$ cat config.mk
export PLATFORM = sky130hd
export DESIGN_NAME = cmi_host_flat
export DESIGN_NICKNAME = d
export VERILOG_FILES = /design/src/hw/cmi_pkg.sv /design/src/hw/cmi_link_if.sv /design/src/hw/cmi_host.sv /design/src/flat_wrapper.sv
export SDC_FILE = /design/constraint.sdc
export NUM_CORES = 1
export LEC_CHECK = 0
export ABC_AREA = 0
export CORE_MARGIN = 1.5
export CORE_UTILIZATION = 55
export CTS_CLUSTER_DIAMETER = 80
export DETAILED_ROUTE_END_ITERATION = 8
export DONT_BUFFER_PORTS = 1
export GPL_TIMING_DRIVEN = 0
export PLACE_DENSITY = 0.76
export SETUP_SLACK_MARGIN = 0.2
export SYNTH_ARGS = -nofsm -noshare
export SYNTH_HDL_FRONTEND = slang
export SYNTH_SLANG_ARGS = --single-unit
$ cat constraint.sdc
create_clock -name aclk -period 2.4 [get_ports aclk]
set_clock_uncertainty 0.1 [all_clocks]
set_input_delay 0.72 -clock aclk [delete_from_list [all_inputs] [get_ports aclk]]
set_output_delay 0.72 -clock aclk [all_outputs]
set_load 0.02 [all_outputs]
$ cat src/hw/cmi_pkg.sv
package cmi_pkg;

	// ==========================================================
	// timing
	localparam int CLK_PERIOD_NS       = 10;
	localparam int FRAME_CLK_PERIOD_NS = 122;
	localparam int RST_HOLD_NS         = 2 * FRAME_CLK_PERIOD_NS;
	localparam int RST_HOLD_CYCLES     = (RST_HOLD_NS + CLK_PERIOD_NS - 1) / CLK_PERIOD_NS;
	localparam int GUARD_US            = 250;
	localparam int GUARD_CYCLES        = GUARD_US * 1000 / CLK_PERIOD_NS;

	// ==========================================================
	// connection memories
	localparam int MEM_AW    = 13;
	localparam int MEM_WORDS = 8192;
	localparam logic [MEM_AW-1:0] MEM_LAST = 13'h1FFF;
	localparam int CW_SRC_BIT    = 15;
	localparam int CW_MSG_BIT    = 14;
	localparam int CW_OE_BIT     = 13;
	localparam int CW_PAT_LSB    = 13;
	localparam int CW_STREAM_LSB = 9;
	localparam int CW_CHAN_LSB   = 0;
	localparam int CW_BYTE_LSB   = 0;

	// ==========================================================
	// device processor port
	localparam int PA_MEM_BIT = 14;
	localparam logic [13:0] REG_CR  = 14'h0000;
	localparam logic [13:0] REG_BPR = 14'h0001;
	localparam int CR_MS_LSB    = 0;
	localparam int CR_MBP_BIT   = 3;
	localparam int BPR_BPE_BIT  = 0;
	localparam int BPR_LPAT_LSB = 1;
	localparam int BPR_BPAT_LSB = 4;
	localparam logic [2:0] MS_LOCAL     = 3'h0;
	localparam logic [2:0] MS_BACKPLANE = 3'h1;
	localparam logic [2:0] PAT_RESET    = 3'h0;

	// ==========================================================
	// host AXI4-Lite map
	localparam logic [11:0] OFS_CTRL   = 12'h000;
	localparam logic [11:0] OFS_ACCESS = 12'h004;
	localparam logic [11:0] OFS_STATUS = 12'h008;
	localparam logic [11:0] OFS_RDATA  = 12'h00C;
	localparam int CTRL_RST_BIT  = 0;
	localparam int CTRL_ODE_BIT  = 1;
	localparam int ACC_WR_BIT    = 31;
	localparam int ACC_ADDR_LSB  = 16;
	localparam int ST_BUSY_BIT   = 0;
	localparam int ST_GUARD_BIT  = 1;
	localparam int ST_RST_BIT    = 2;
	localparam logic [1:0] RESP_OKAY   = 2'h0;
	localparam logic [1:0] RESP_SLVERR = 2'h2;

	typedef enum logic [2:0] {
		CMI_REG_CTRL,
		CMI_REG_ACCESS,
		CMI_REG_STATUS,
		CMI_REG_RDATA,
		CMI_REG_NONE
	} cmi_reg_t;

	typedef enum {CMI_HS_IDLE, CMI_HS_WAIT} cmi_hstate_t;

endpackage

$ cat src/hw/cmi_link_if.sv
`timescale 1ns/10ps
interface cmi_link_if;
	logic        cs;
	logic        wr;
	logic [14:0] addr;
	logic [15:0] wdata;
	logic [15:0] rdata;
	logic        ack;
	logic        rst_pin_n;
	logic        ode_pin;
	logic        jtag_test_reset;

	modport dev  (input cs, wr, addr, wdata, rst_pin_n, ode_pin, jtag_test_reset, output rdata, ack);
	modport host (output cs, wr, addr, wdata, rst_pin_n, ode_pin, jtag_test_reset, input rdata, ack);
endinterface

$ cat src/hw/cmi_host.sv
`timescale 1ns/10ps
module cmi_host
	import cmi_pkg::*;
#(
	parameter int GUARD_WAIT_CYCLES = GUARD_CYCLES
)
(
	input  wire logic        aclk,
	input  wire logic        aresetn,
	input  wire logic [11:0] s_axi_awaddr,
	input  wire logic        s_axi_awvalid,
	output logic             s_axi_awready,
	input  wire logic [31:0] s_axi_wdata,
	input  wire logic [3:0]  s_axi_wstrb,
	input  wire logic        s_axi_wvalid,
	output logic             s_axi_wready,
	output logic [1:0]       s_axi_bresp,
	output logic             s_axi_bvalid,
	input  wire logic        s_axi_bready,
	input  wire logic [11:0] s_axi_araddr,
	input  wire logic        s_axi_arvalid,
	output logic             s_axi_arready,
	output logic [31:0]      s_axi_rdata,
	output logic [1:0]       s_axi_rresp,
	output logic             s_axi_rvalid,
	input  wire logic        s_axi_rready,
	input  wire logic        input_frame_pulse,
	cmi_link_if.host         link
);

	localparam int GW = $clog2(GUARD_WAIT_CYCLES + 1);
	localparam int HW = $clog2(RST_HOLD_CYCLES + 1);

	function automatic cmi_reg_t cmi_decode(input logic [11:0] a);
		case (a)
			OFS_CTRL:   cmi_decode = CMI_REG_CTRL;
			OFS_ACCESS: cmi_decode = CMI_REG_ACCESS;
			OFS_STATUS: cmi_decode = CMI_REG_STATUS;
			OFS_RDATA:  cmi_decode = CMI_REG_RDATA;
			default:    cmi_decode = CMI_REG_NONE;
		endcase
	endfunction

	// ==========================================================
	// device reset sequencing
	logic          fp_meta;
	logic          fp_sync;
	logic          reset_req;
	logic          ode_req;
	logic          rst_pin_n;
	logic [HW-1:0] hold_cnt;
	logic [GW-1:0] guard_cnt;
	logic          release_now;
	logic          ready;

	always_ff @(posedge aclk) begin
		fp_meta <= input_frame_pulse;
		fp_sync <= fp_meta;
	end

	// release only on a frame pulse, clear of the forbidden window
	assign release_now = !rst_pin_n && !reset_req && (hold_cnt == HW'(RST_HOLD_CYCLES)) && fp_sync;
	assign ready       = rst_pin_n && (guard_cnt == '0);

	always_ff @(posedge aclk) begin
		if (!aresetn || rst_pin_n) begin
			hold_cnt <= '0;
		end else if (hold_cnt != HW'(RST_HOLD_CYCLES)) begin
			hold_cnt <= hold_cnt + 1'b1;
		end
	end

	always_ff @(posedge aclk) begin
		if (!aresetn || reset_req) begin
			rst_pin_n <= 1'b0;
		end else if (release_now) begin
			rst_pin_n <= 1'b1;
		end
	end

	always_ff @(posedge aclk) begin
		if (!aresetn) begin
			guard_cnt <= '0;
		end else if (release_now) begin
			guard_cnt <= GW'(GUARD_WAIT_CYCLES);
		end else if (guard_cnt != '0) begin
			guard_cnt <= guard_cnt - 1'b1;
		end
	end

	assign link.rst_pin_n       = rst_pin_n;
	assign link.ode_pin         = ode_req && rst_pin_n;
	assign link.jtag_test_reset = 1'b0;

	// ==========================================================
	// AXI4-Lite write channel
	logic        aw_hold;
	logic        w_hold;
	logic [11:0] awaddr_q;
	logic [31:0] wdata_q;
	logic [3:0]  wstrb_q;
	logic        wr_commit;
	cmi_reg_t    wr_reg;
	logic        start_ok;
	cmi_hstate_t hstate;

	assign s_axi_awready = !aw_hold && !s_axi_bvalid;
	assign s_axi_wready  = !w_hold && !s_axi_bvalid;
	assign wr_commit     = aw_hold && w_hold && !s_axi_bvalid;
	assign wr_reg        = cmi_decode(awaddr_q);
	assign start_ok      = ready && (hstate == CMI_HS_IDLE) && (wstrb_q == 4'hF);

	always_ff @(posedge aclk) begin
		if (!aresetn) begin
			aw_hold      <= 1'b0;
			w_hold       <= 1'b0;
			awaddr_q     <= 12'h000;
			wdata_q      <= 32'h0000_0000;
			wstrb_q      <= 4'h0;
			s_axi_bvalid <= 1'b0;
			s_axi_bresp  <= RESP_OKAY;
		end else begin
			if (s_axi_awvalid && s_axi_awready) begin
				aw_hold  <= 1'b1;
				awaddr_q <= s_axi_awaddr;
			end
			if (s_axi_wvalid && s_axi_wready) begin
				w_hold  <= 1'b1;
				wdata_q <= s_axi_wdata;
				wstrb_q <= s_axi_wstrb;
			end
			if (wr_commit) begin
				aw_hold      <= 1'b0;
				w_hold       <= 1'b0;
				s_axi_bvalid <= 1'b1;
				// a refused start or a read-only target answers slverr
				case (wr_reg)
					CMI_REG_CTRL:   s_axi_bresp <= RESP_OKAY;
					CMI_REG_ACCESS: s_axi_bresp <= start_ok ? RESP_OKAY : RESP_SLVERR;
					default:        s_axi_bresp <= RESP_SLVERR;
				endcase
			end else if (s_axi_bvalid && s_axi_bready) begin
				s_axi_bvalid <= 1'b0;
			end
		end
	end

	always_ff @(posedge aclk) begin
		if (!aresetn) begin
			reset_req <= 1'b1;
			ode_req   <= 1'b0;
		end else if (wr_commit && wr_reg == CMI_REG_CTRL && wstrb_q[0]) begin
			reset_req <= wdata_q[CTRL_RST_BIT];
			ode_req   <= wdata_q[CTRL_ODE_BIT];
		end
	end

	// ==========================================================
	// device processor port master
	logic [15:0] rd_q;

	always_ff @(posedge aclk) begin
		if (!aresetn) begin
			hstate     <= CMI_HS_IDLE;
			link.cs    <= 1'b0;
			link.wr    <= 1'b0;
			link.addr  <= 15'h0000;
			link.wdata <= 16'h0000;
			rd_q       <= 16'h0000;
		end else begin
			case (hstate)
				CMI_HS_IDLE: begin
					if (wr_commit && wr_reg == CMI_REG_ACCESS && start_ok) begin
						link.cs    <= 1'b1;
						link.wr    <= wdata_q[ACC_WR_BIT];
						link.addr  <= wdata_q[ACC_ADDR_LSB +: 15];
						link.wdata <= wdata_q[15:0];
						hstate     <= CMI_HS_WAIT;
					end
				end
				CMI_HS_WAIT: begin
					// a device put back into reset never answers; give up
					if (link.ack || !rst_pin_n) begin
						link.cs <= 1'b0;
						hstate  <= CMI_HS_IDLE;
						if (link.ack && !link.wr) begin
							rd_q <= link.rdata;
						end
					end
				end
				default: begin
					link.cs <= 1'b0;
					hstate  <= CMI_HS_IDLE;
				end
			endcase
		end
	end

	// ==========================================================
	// AXI4-Lite read channel
	cmi_reg_t rd_reg;

	assign s_axi_arready = !s_axi_rvalid;
	assign rd_reg        = cmi_decode(s_axi_araddr);

	always_ff @(posedge aclk) begin
		if (!aresetn) begin
			s_axi_rvalid <= 1'b0;
			s_axi_rdata  <= 32'h0000_0000;
			s_axi_rresp  <= RESP_OKAY;
		end else if (s_axi_arvalid && s_axi_arready) begin
			s_axi_rvalid <= 1'b1;
			s_axi_rresp  <= (rd_reg == CMI_REG_NONE) ? RESP_SLVERR : RESP_OKAY;
			case (rd_reg)
				CMI_REG_CTRL:   s_axi_rdata <= {30'h0000_0000, ode_req, reset_req};
				CMI_REG_STATUS: s_axi_rdata <= {29'h0000_0000, !rst_pin_n, guard_cnt != '0,
					hstate == CMI_HS_WAIT};
				CMI_REG_RDATA:  s_axi_rdata <= {16'h0000, rd_q};
				default:        s_axi_rdata <= 32'h0000_0000;
			endcase
		end else if (s_axi_rvalid && s_axi_rready) begin
			s_axi_rvalid <= 1'b0;
		end
	end

endmodule

$ cat src/flat_wrapper.sv
// flat-port wrapper written by rule: the top's interface ports become plain ports
module cmi_host_flat import cmi_pkg::*;
#(
	parameter int GUARD_WAIT_CYCLES = GUARD_CYCLES
)
  (aclk, aresetn, s_axi_awaddr, s_axi_awvalid, s_axi_awready, s_axi_wdata, s_axi_wstrb, s_axi_wvalid, s_axi_wready, s_axi_bresp, s_axi_bvalid, s_axi_bready, s_axi_araddr, s_axi_arvalid, s_axi_arready, s_axi_rdata, s_axi_rresp, s_axi_rvalid, s_axi_rready, input_frame_pulse, link_cs, link_wr, link_addr, link_wdata, link_rst_pin_n, link_ode_pin, link_jtag_test_reset, link_rdata, link_ack);
  cmi_link_if link_i ();
  input  wire logic aclk;
  input  wire logic aresetn;
  input  wire logic [11:0] s_axi_awaddr;
  input  wire logic s_axi_awvalid;
  output logic s_axi_awready;
  input  wire logic [31:0] s_axi_wdata;
  input  wire logic [3:0] s_axi_wstrb;
  input  wire logic s_axi_wvalid;
  output logic s_axi_wready;
  output logic [1:0] s_axi_bresp;
  output logic s_axi_bvalid;
  input  wire logic s_axi_bready;
  input  wire logic [11:0] s_axi_araddr;
  input  wire logic s_axi_arvalid;
  output logic s_axi_arready;
  output logic [31:0] s_axi_rdata;
  output logic [1:0] s_axi_rresp;
  output logic s_axi_rvalid;
  input  wire logic s_axi_rready;
  input  wire logic input_frame_pulse;
  output wire logic [$bits(link_i.cs)-1:0] link_cs;
  output wire logic [$bits(link_i.wr)-1:0] link_wr;
  output wire logic [$bits(link_i.addr)-1:0] link_addr;
  output wire logic [$bits(link_i.wdata)-1:0] link_wdata;
  output wire logic [$bits(link_i.rst_pin_n)-1:0] link_rst_pin_n;
  output wire logic [$bits(link_i.ode_pin)-1:0] link_ode_pin;
  output wire logic [$bits(link_i.jtag_test_reset)-1:0] link_jtag_test_reset;
  input wire logic [$bits(link_i.rdata)-1:0] link_rdata;
  input wire logic [$bits(link_i.ack)-1:0] link_ack;
  assign link_cs = link_i.cs;
  assign link_wr = link_i.wr;
  assign link_addr = link_i.addr;
  assign link_wdata = link_i.wdata;
  assign link_rst_pin_n = link_i.rst_pin_n;
  assign link_ode_pin = link_i.ode_pin;
  assign link_jtag_test_reset = link_i.jtag_test_reset;
  assign link_i.rdata = link_rdata;
  assign link_i.ack = link_ack;
  cmi_host #(.GUARD_WAIT_CYCLES(GUARD_WAIT_CYCLES)) u_core (.aclk(aclk), .aresetn(aresetn), .s_axi_awaddr(s_axi_awaddr), .s_axi_awvalid(s_axi_awvalid), .s_axi_awready(s_axi_awready), .s_axi_wdata(s_axi_wdata), .s_axi_wstrb(s_axi_wstrb), .s_axi_wvalid(s_axi_wvalid), .s_axi_wready(s_axi_wready), .s_axi_bresp(s_axi_bresp), .s_axi_bvalid(s_axi_bvalid), .s_axi_bready(s_axi_bready), .s_axi_araddr(s_axi_araddr), .s_axi_arvalid(s_axi_arvalid), .s_axi_arready(s_axi_arready), .s_axi_rdata(s_axi_rdata), .s_axi_rresp(s_axi_rresp), .s_axi_rvalid(s_axi_rvalid), .s_axi_rready(s_axi_rready), .input_frame_pulse(input_frame_pulse), .link(link_i));
endmodule
==> results.yml, run 1 <==
clock_tree:
  numClockSinks: 144
  clock_tree.root_cell: "sky130_fd_sc_hd__clkbuf_8"
  path_clk_slew_ns: 0.06
  h-tree-depth: 4
  cts-buffers-inserted: 17
  tritoncts: "yes"
  clock_latency_ns: 0.51
  cts_max_path_buffers: 2
yosys:
  yosys_most_used_dff: "sky130_fd_sc_hd__dfxtp_1"
  ys_seq_elements: 144
  synth-seq-area-share_pct: 50.82
  synth.top_cells.by_count: "sky130_fd_sc_hd__nand2_1, sky130_fd_sc_hd__dfxtp_1, sky130_fd_sc_hd__a21oi_1, sky130_fd_sc_hd__mux2i_1, sky130_fd_sc_hd__clkbuf_1"
  synthesis.instances: 666
  synth_edf_count: 0
  fraction_of_post_synthesis_cell_area_in_the_top_cell_type_by_area_pct: 50.82
  synth_cell_types: 47
  yosysWarningCount: 0
  mappedNetlistArea_um2: 5673
  synth.top_cells.by_area: "sky130_fd_sc_hd__dfxtp_1, sky130_fd_sc_hd__nand2_1, sky130_fd_sc_hd__a21oi_1, sky130_fd_sc_hd__mux2i_1, sky130_fd_sc_hd__buf_4"
  yosysMostFrequentCell: "sky130_fd_sc_hd__nand2_1"
  syn-mean-instance-area_um2: 8.518
  proportion_of_register_bits_with_asynchronous_set_or_reset_after_synthesis_pct: 0
  yosys.area.top_type: "sky130_fd_sc_hd__dfxtp_1"
worst_setup_path:
  reg2reg_from: "u_core.guard_cnt[2]"
  worstSetupPathType: "register to register"
  startpoint_type: "register"
  r2r_end: "u_core.link.addr[13]"
  r2r_slack_ns: -0.07
  timing.critical_path.required_ns: 2.74
  timing.reg2reg.worst_path_depth: 6
  critical_path_peak_fanout: 10
  critical_path_arrival_ns: 2.81
  capturing_element_type_of_the_critical_path: "register"
sta:
  final.setup.tns_ns: -1.128
  finalWorstPathRequiredPeriod_ns: 2.467
  holdWs_ns: 0.1299
  final.setup.worst_slack_ns: -0.06705
  slew_headroom_pct: 47.21
  fmax_mhz: 405.3
  min_period_over_period_pct: 102.8
  slew_viol_final: 0
  final-hold-violation-count: 0
  setup_repair_after_global_routing_missed_its_margin: "true"
  worst_pin_slew_ns: 0.7851
  final-setup-viol-count: 31
min_path:
  hold_path_end: "u_core.fp_meta"
  timing.hold.worst.class: "input port to register"
  min_from: "input_frame_pulse"
  whs_path_depth: 0
floorplan:
  design.die.area_um2: 10930
  io_pins: 162
  die_h_um: 104.6
  floorplan.rows: 36
  die_width_um: 104.6
  design.core.area_um2: 9910
  initial_core_util_pct: 57.25
routing:
  met2WireLength_mm: 6.645
  route.top_layer_used: "met4"
  detail_route.vias_per_cell: 5.544
  routedWlPerCell_um: 16.04
  route.antenna.remaining_nets: 0
  drt-met1-wl_mm: 5.809
  drc: 0
  drtIter0Drc: 291
  drt-pass1-iter-count: 6
  dr_total_vias: 4746
  detailroute.wirelength.met3_mm: 1.100
  drt_wl_total_mm: 13.73
power_and_ir_drop:
  power_frac_clock_pct: 39.6
  powerDensity_nw_per_um2: 1042
  p_leak_nw: 2.518
  cell_internal_pwr_mw: 5.031
  seq_power_share_pct: 39.7
  swShare_pct: 28.31
  vdd.ir_drop.worst_mv: 0.5978
  p_total_mw: 7.017
  switching_power_mw: 1.987
  power_frac_comb_pct: 20.7
cells_and_area:
  antennaDiodeCount: 0
  nFillCells: 788
  area_growth_syn_to_layout_pct: 18.73
  final_layout_net_count: 801
  area_used_by_multi_input_combinational_logic_um2: 2581
  final-seq-area_um2: 2888
  max_flop_register: "u_core.wdata_q"
  fin_area_um2: 6735
  final_layout_size_suffix_gt1_share_pct: 12.86
  largest_reg_flops: 32
flow_run:
  maxcap_viol_count: 0
place:
  dp_hpwl_mm: 9.913
  place.gp.congestion: 0.8253
  placed_area_um2: 5961
  placement.io_buffers: 0
global_routing:
  grt_max_degree: 17
  grt_pass1_wl_mm: 21.89
  vias_in_the_first_global_route: 4639
  antenna_violations_before_repair: 0
  overflow: 0
  grt.total_usage_pct: 25.21
status:
  status: "finished, violations left"
  failed_checks: "negative setup slack"
-- worst max path at each step --
stage / startpoint / slack, ns / end / depth (start not counted)
finish: u_core.guard_cnt[2] / -0.07 / u_core.link.addr[13] / 6
global route: u_core.guard_cnt[0] / -0.13 / u_core.link.addr[11] / 8
CTS: u_core.guard_cnt[0] / -0.03 / u_core.link.addr[13] / 8
detailed placement: u_core.guard_cnt[1] / -0.18 / u_core.s_axi_rdata[1] / 7
global placement: u_core.guard_cnt[0] / -0.07 / u_core.link.addr[13] / 8
floorplan: u_core.guard_cnt[0] / 0.1 / u_core.link.wdata[1] / 8
-- power by group through the flow --
stage / combinational [mW] / clock, mW / sequential (mW)
after floorplan: 1.02 / 0 / 2.78
after global placement: 1.19 / 0 / 2.81
after detailed placement: 1.25 / 0 / 2.83
after CTS: 1.39 / 2.80 / 2.77
after global routing: 1.58 / 2.92 / 2.81
final: 1.45 / 2.78 / 2.79
-- what timing repair did --
| action | CTS | global route |
|---|---|---|
| setup buffers | 7 | 1 |
| cloned | 1 | 0 |
| pin swaps | 1 | 0 |
| hold buffers | 0 | 0 |
| endpoints found under the setup margin | 59 | 67 |
| resized for setup | 12 | 8 |
-- cells in the final DEF (no fill, tap or decap), types with 5 or more instances in the layout --
| cell | count |
|---|---|
| sky130_fd_sc_hd__o21ai_0 | 11 |
| sky130_fd_sc_hd__a31oi_1 | 6 |
| sky130_fd_sc_hd__or2_2 | 6 |
| sky130_fd_sc_hd__nand2_1 | 205 |
| sky130_fd_sc_hd__dfxtp_1 | 140 |
| sky130_fd_sc_hd__conb_1 | 19 |
| sky130_fd_sc_hd__nand3_1 | 6 |
| sky130_fd_sc_hd__a21oi_1 | 74 |
| sky130_fd_sc_hd__clkbuf_1 | 26 |
| sky130_fd_sc_hd__inv_1 | 7 |
| sky130_fd_sc_hd__a22o_1 | 13 |
| sky130_fd_sc_hd__clkbuf_16 | 16 |
| sky130_fd_sc_hd__nor2_1 | 22 |
| sky130_fd_sc_hd__clkinv_4 | 5 |
| sky130_fd_sc_hd__or3_1 | 13 |
| sky130_fd_sc_hd__bufinv_16 | 5 |
| sky130_fd_sc_hd__mux2i_1 | 35 |
| sky130_fd_sc_hd__buf_4 | 26 |
-- kinds of logic after synthesis --
logic type	Yosys count	synth area share (%)
DFF	144	50.82
muxes	35	6.176
xor gates and xnor gates	5	0.7721
and+or+nand+nor	294	22.92
buffers and inverters	64	5.977
adders and majority gates	4	0.8823
AOI/OAI and AO/OA	119	12.40
other	1	0.06610
-- critical path, cell delays in order, from the launching register on --
cell                       delay (ns)
sky130_fd_sc_hd__dfxtp_1         0.38
sky130_fd_sc_hd__or4_4           0.57
sky130_fd_sc_hd__or4_4           0.51
sky130_fd_sc_hd__and4bb_1        0.28
sky130_fd_sc_hd__buf_6           0.18
sky130_fd_sc_hd__buf_12          0.16
sky130_fd_sc_hd__mux2i_1         0.19
-- layout make-up --
cell class	instances	share of cell area (%)
clock inverters	13	3.158
well taps	133	2.471
plain buffers	55	5.164
multi-input cells	476	38.32
clock buffers	17	6.149
inverters	9	0.5016
repair buffers	9	1.356
flip-flops and latches	144	42.88
-- layer usage --
metal / track usage, % / up-vias
met3: 8.609 / 17
li1: - / 2298
met4: 9.127 / 0
met1: 29.14 / 2243
met2: 43.19 / 188
met5: 0 / -
-- metrics by stage --
stage,instances,utilization [%],setup WS [ns]
floorplan,684,-,0.09554
global placement,817,60.15,-0.06977
detailed placement,817,60.15,-0.1787
CTS,855,67.70,-0.03011
global route,856,67.97,-0.1323
finish,856,67.97,-0.06705
No activity file was read; power rests on OpenSTA's default activity.
==> run 2, diff against run 1 <==
--- a/config.mk
+++ b/config.mk
@@ -13,6 +13,7 @@
 export DONT_BUFFER_PORTS = 1
 export GPL_TIMING_DRIVEN = 0
 export PLACE_DENSITY = 0.76
+export RECOVER_POWER = 50
 export SETUP_SLACK_MARGIN = 0.2
 export SYNTH_ARGS = -nofsm -noshare
 export SYNTH_HDL_FRONTEND = slang
==> run 2 against run 1 <==
  * The run still ends with negative setup slack left
  * Routed wire length fell by 0.49%
  * Cell count unchanged
  * Fmax barely moved
  * Total power decreased by 0.26%
  * Critical path depth stayed put
  * Combinational power barely moved
  * Clock power hardly changed
  * Highest routed layer unchanged
==> results.yml, run 2 (synthesis gave the netlist of run 1 again) <==
status:
  failed_checks: "negative setup slack"
  status: "finished, violations left"
sta:
  slew_headroom_pct: 49.39
  slew_viol_final: 0
  finalWorstPathRequiredPeriod_ns: 2.465
  final.setup.worst_slack_ns: -0.06491
  final-setup-viol-count: 30
  final-hold-violation-count: 0
  worst_pin_slew_ns: 0.7528
  fmax_mhz: 405.7
  setup_repair_after_global_routing_missed_its_margin: "true"
  min_period_over_period_pct: 102.7
cells_and_area:
  max_flop_register: "u_core.wdata_q"
  largest_reg_flops: 32
  layout.cells.most_common_list: "sky130_fd_sc_hd__nand2_1, sky130_fd_sc_hd__dfxtp_1, sky130_fd_sc_hd__a21oi_1"
  antennaDiodeCount: 0
  area_growth_syn_to_layout_pct: 18.31
  layout.core_utilization_pct: 67.73
  final_common_cell: "sky130_fd_sc_hd__nand2_1"
  final-seq-area_um2: 2888
  final_layout_net_count: 801
  final_layout_size_suffix_gt1_share_pct: 12.17
  post_layout_nonfiller_instances: 856
  area_used_by_multi_input_combinational_logic_um2: 2559
  nFillCells: 794
worst_setup_path:
  startpoint_type: "register"
  cp_slowest_stage_delay_ns: 0.57
  critical_path_arrival_ns: 2.80
  worstSetupPathType: "register to register"
  critical_path.most_common_cell: "sky130_fd_sc_hd__or4_4"
  path_buf_inv: 2
  critical-path-top-delay-family: "simple AND/OR/NAND/NOR gates"
  capturing_element_type_of_the_critical_path: "register"
  timing.critical_path.required_ns: 2.74
  r2r_end: "u_core.link.addr[13]"
  timing.reg2reg.worst_path_depth: 6
  r2r_slack_ns: -0.06
  cp_slowest_cell: "sky130_fd_sc_hd__or4_4"
  reg2reg_from: "u_core.guard_cnt[2]"
  critical_path_peak_fanout: 10
  cp_cell_sequence: "or4_4 > or4_4 > and4bb_1 > buf_6 > buf_12 > mux2i_1"
power_and_ir_drop:
  p_leak_nw: 2.504
  powerDensity_nw_per_um2: 1043
  vdd.ir_drop.worst_mv: 0.5938
global_routing:
  antenna_violations_before_repair: 0
  overflow: 0
  grt_pass1_wl_mm: 21.89
  grt.total_usage_pct: 25.21
  grt_max_degree: 17
  vias_in_the_first_global_route: 4639
  groute.layer.met1.usage_pct: 29.14
  grt_use_met3_pct: 8.609
  global_route.peak_usage_layer: "met2"
  met2_usage_pct: 43.19
clock_tree:
  tritoncts: "yes"
  cts_max_path_buffers: 2
  path_clk_slew_ns: 0.06
  clock_latency_ns: 0.51
  cts_hold_buffers: 0
  cts-buffers-inserted: 17
  h-tree-depth: 4
  clock_tree.root_cell: "sky130_fd_sc_hd__clkbuf_8"
  numClockSinks: 144
routing:
  route.antenna.remaining_nets: 0
  drt-pass1-iter-count: 5
  drc: 0
  drt_wl_total_mm: 13.67
  drtIter0Drc: 280
  routedWlPerCell_um: 15.96
  dr_total_vias: 4767
  detail_route.vias_per_cell: 5.569
floorplan:
  die_h_um: 104.6
  die_width_um: 104.6
  io_pins: 162
  design.die.area_um2: 10930
  design.core.area_um2: 9910
  initial_core_util_pct: 57.25
  floorplan.rows: 36
flow_run:
  maxcap_viol_count: 0
place:
  dp_hpwl_mm: 9.913
  placedCellCount: 817
  place.gp.congestion: 0.8253
  detailedPlace.worstSlack_ns: -0.1787
  placement.io_buffers: 0
min_path:
  min_from: "input_frame_pulse"
  whs_path_depth: 0
  timing.hold.worst.class: "input port to register"
  hold_path_end: "u_core.fp_meta"
run 2: cell types whose count changed in the layout (fill, tap and decap cells not counted), sizes merged:
cell and change:
clkbuf +2, buf -2
run 2: power breakdown:
group / internal (mW) / switching [mW] / total (mW)
Sequential: 2.60 / 0.188 / 2.78
Combinational: 0.645 / 0.791 / 1.44
Clock: 1.79 / 0.991 / 2.78
run 2: timing repair:
item / 4_1_cts / 5_1_grt
setup endpoints to repair: 59 / 67
cloned: 1 / 0
buffers inserted: 7 / 1
pin swaps: 1 / 0
gates resized for setup: 12 / 8
run 2: worst max path at each step:
stage	cells after the start	slack [ns]	from	end
2_1_floorplan	8	0.1	u_core.guard_cnt[0]	u_core.link.wdata[1]
3_3_place_gp	8	-0.07	u_core.guard_cnt[0]	u_core.link.addr[13]
3_5_place_dp	7	-0.18	u_core.guard_cnt[1]	u_core.s_axi_rdata[1]
4_1_cts	8	-0.03	u_core.guard_cnt[0]	u_core.link.addr[13]
5_1_grt	8	-0.13	u_core.guard_cnt[0]	u_core.link.addr[11]
6_report	6	-0.06	u_core.guard_cnt[2]	u_core.link.addr[13]
run 2: per-layer routing:
layer | part of all wire (%) | vias to the layer above
li1 | - | 2304
met1 | 42 | 2254
met2 | 49 | 194
met3 | 8.0 | 15
met4 | 1.1 | 0
met5 | 0 | -
run 2: area by class of cell:
cell class	instances	share of cell area, %
flip-flops and latches	144	43.03
multi-input cells	476	38.12
clock buffers	17	6.171
plain buffers	55	5.164
clock inverters	13	3.169
well taps	133	2.479
repair buffers	9	1.361
inverters	9	0.5034
run 2: stage by stage:
step | hold slack, ns | total power [mW] | cell area (um2) | TNS (ns)
after floorplan | 0.2096 | 3.798 | 5794 | 0
after global placement | 0.2278 | 4.002 | 5961 | -1.777
after detailed placement | 0.2313 | 4.078 | 5961 | -3.281
after CTS | 0.1130 | 6.961 | 6709 | -0.1695
after global routing | 0.1020 | 7.314 | 6711 | -2.954
final | 0.1282 | 6.999 | 6711 | -1.024
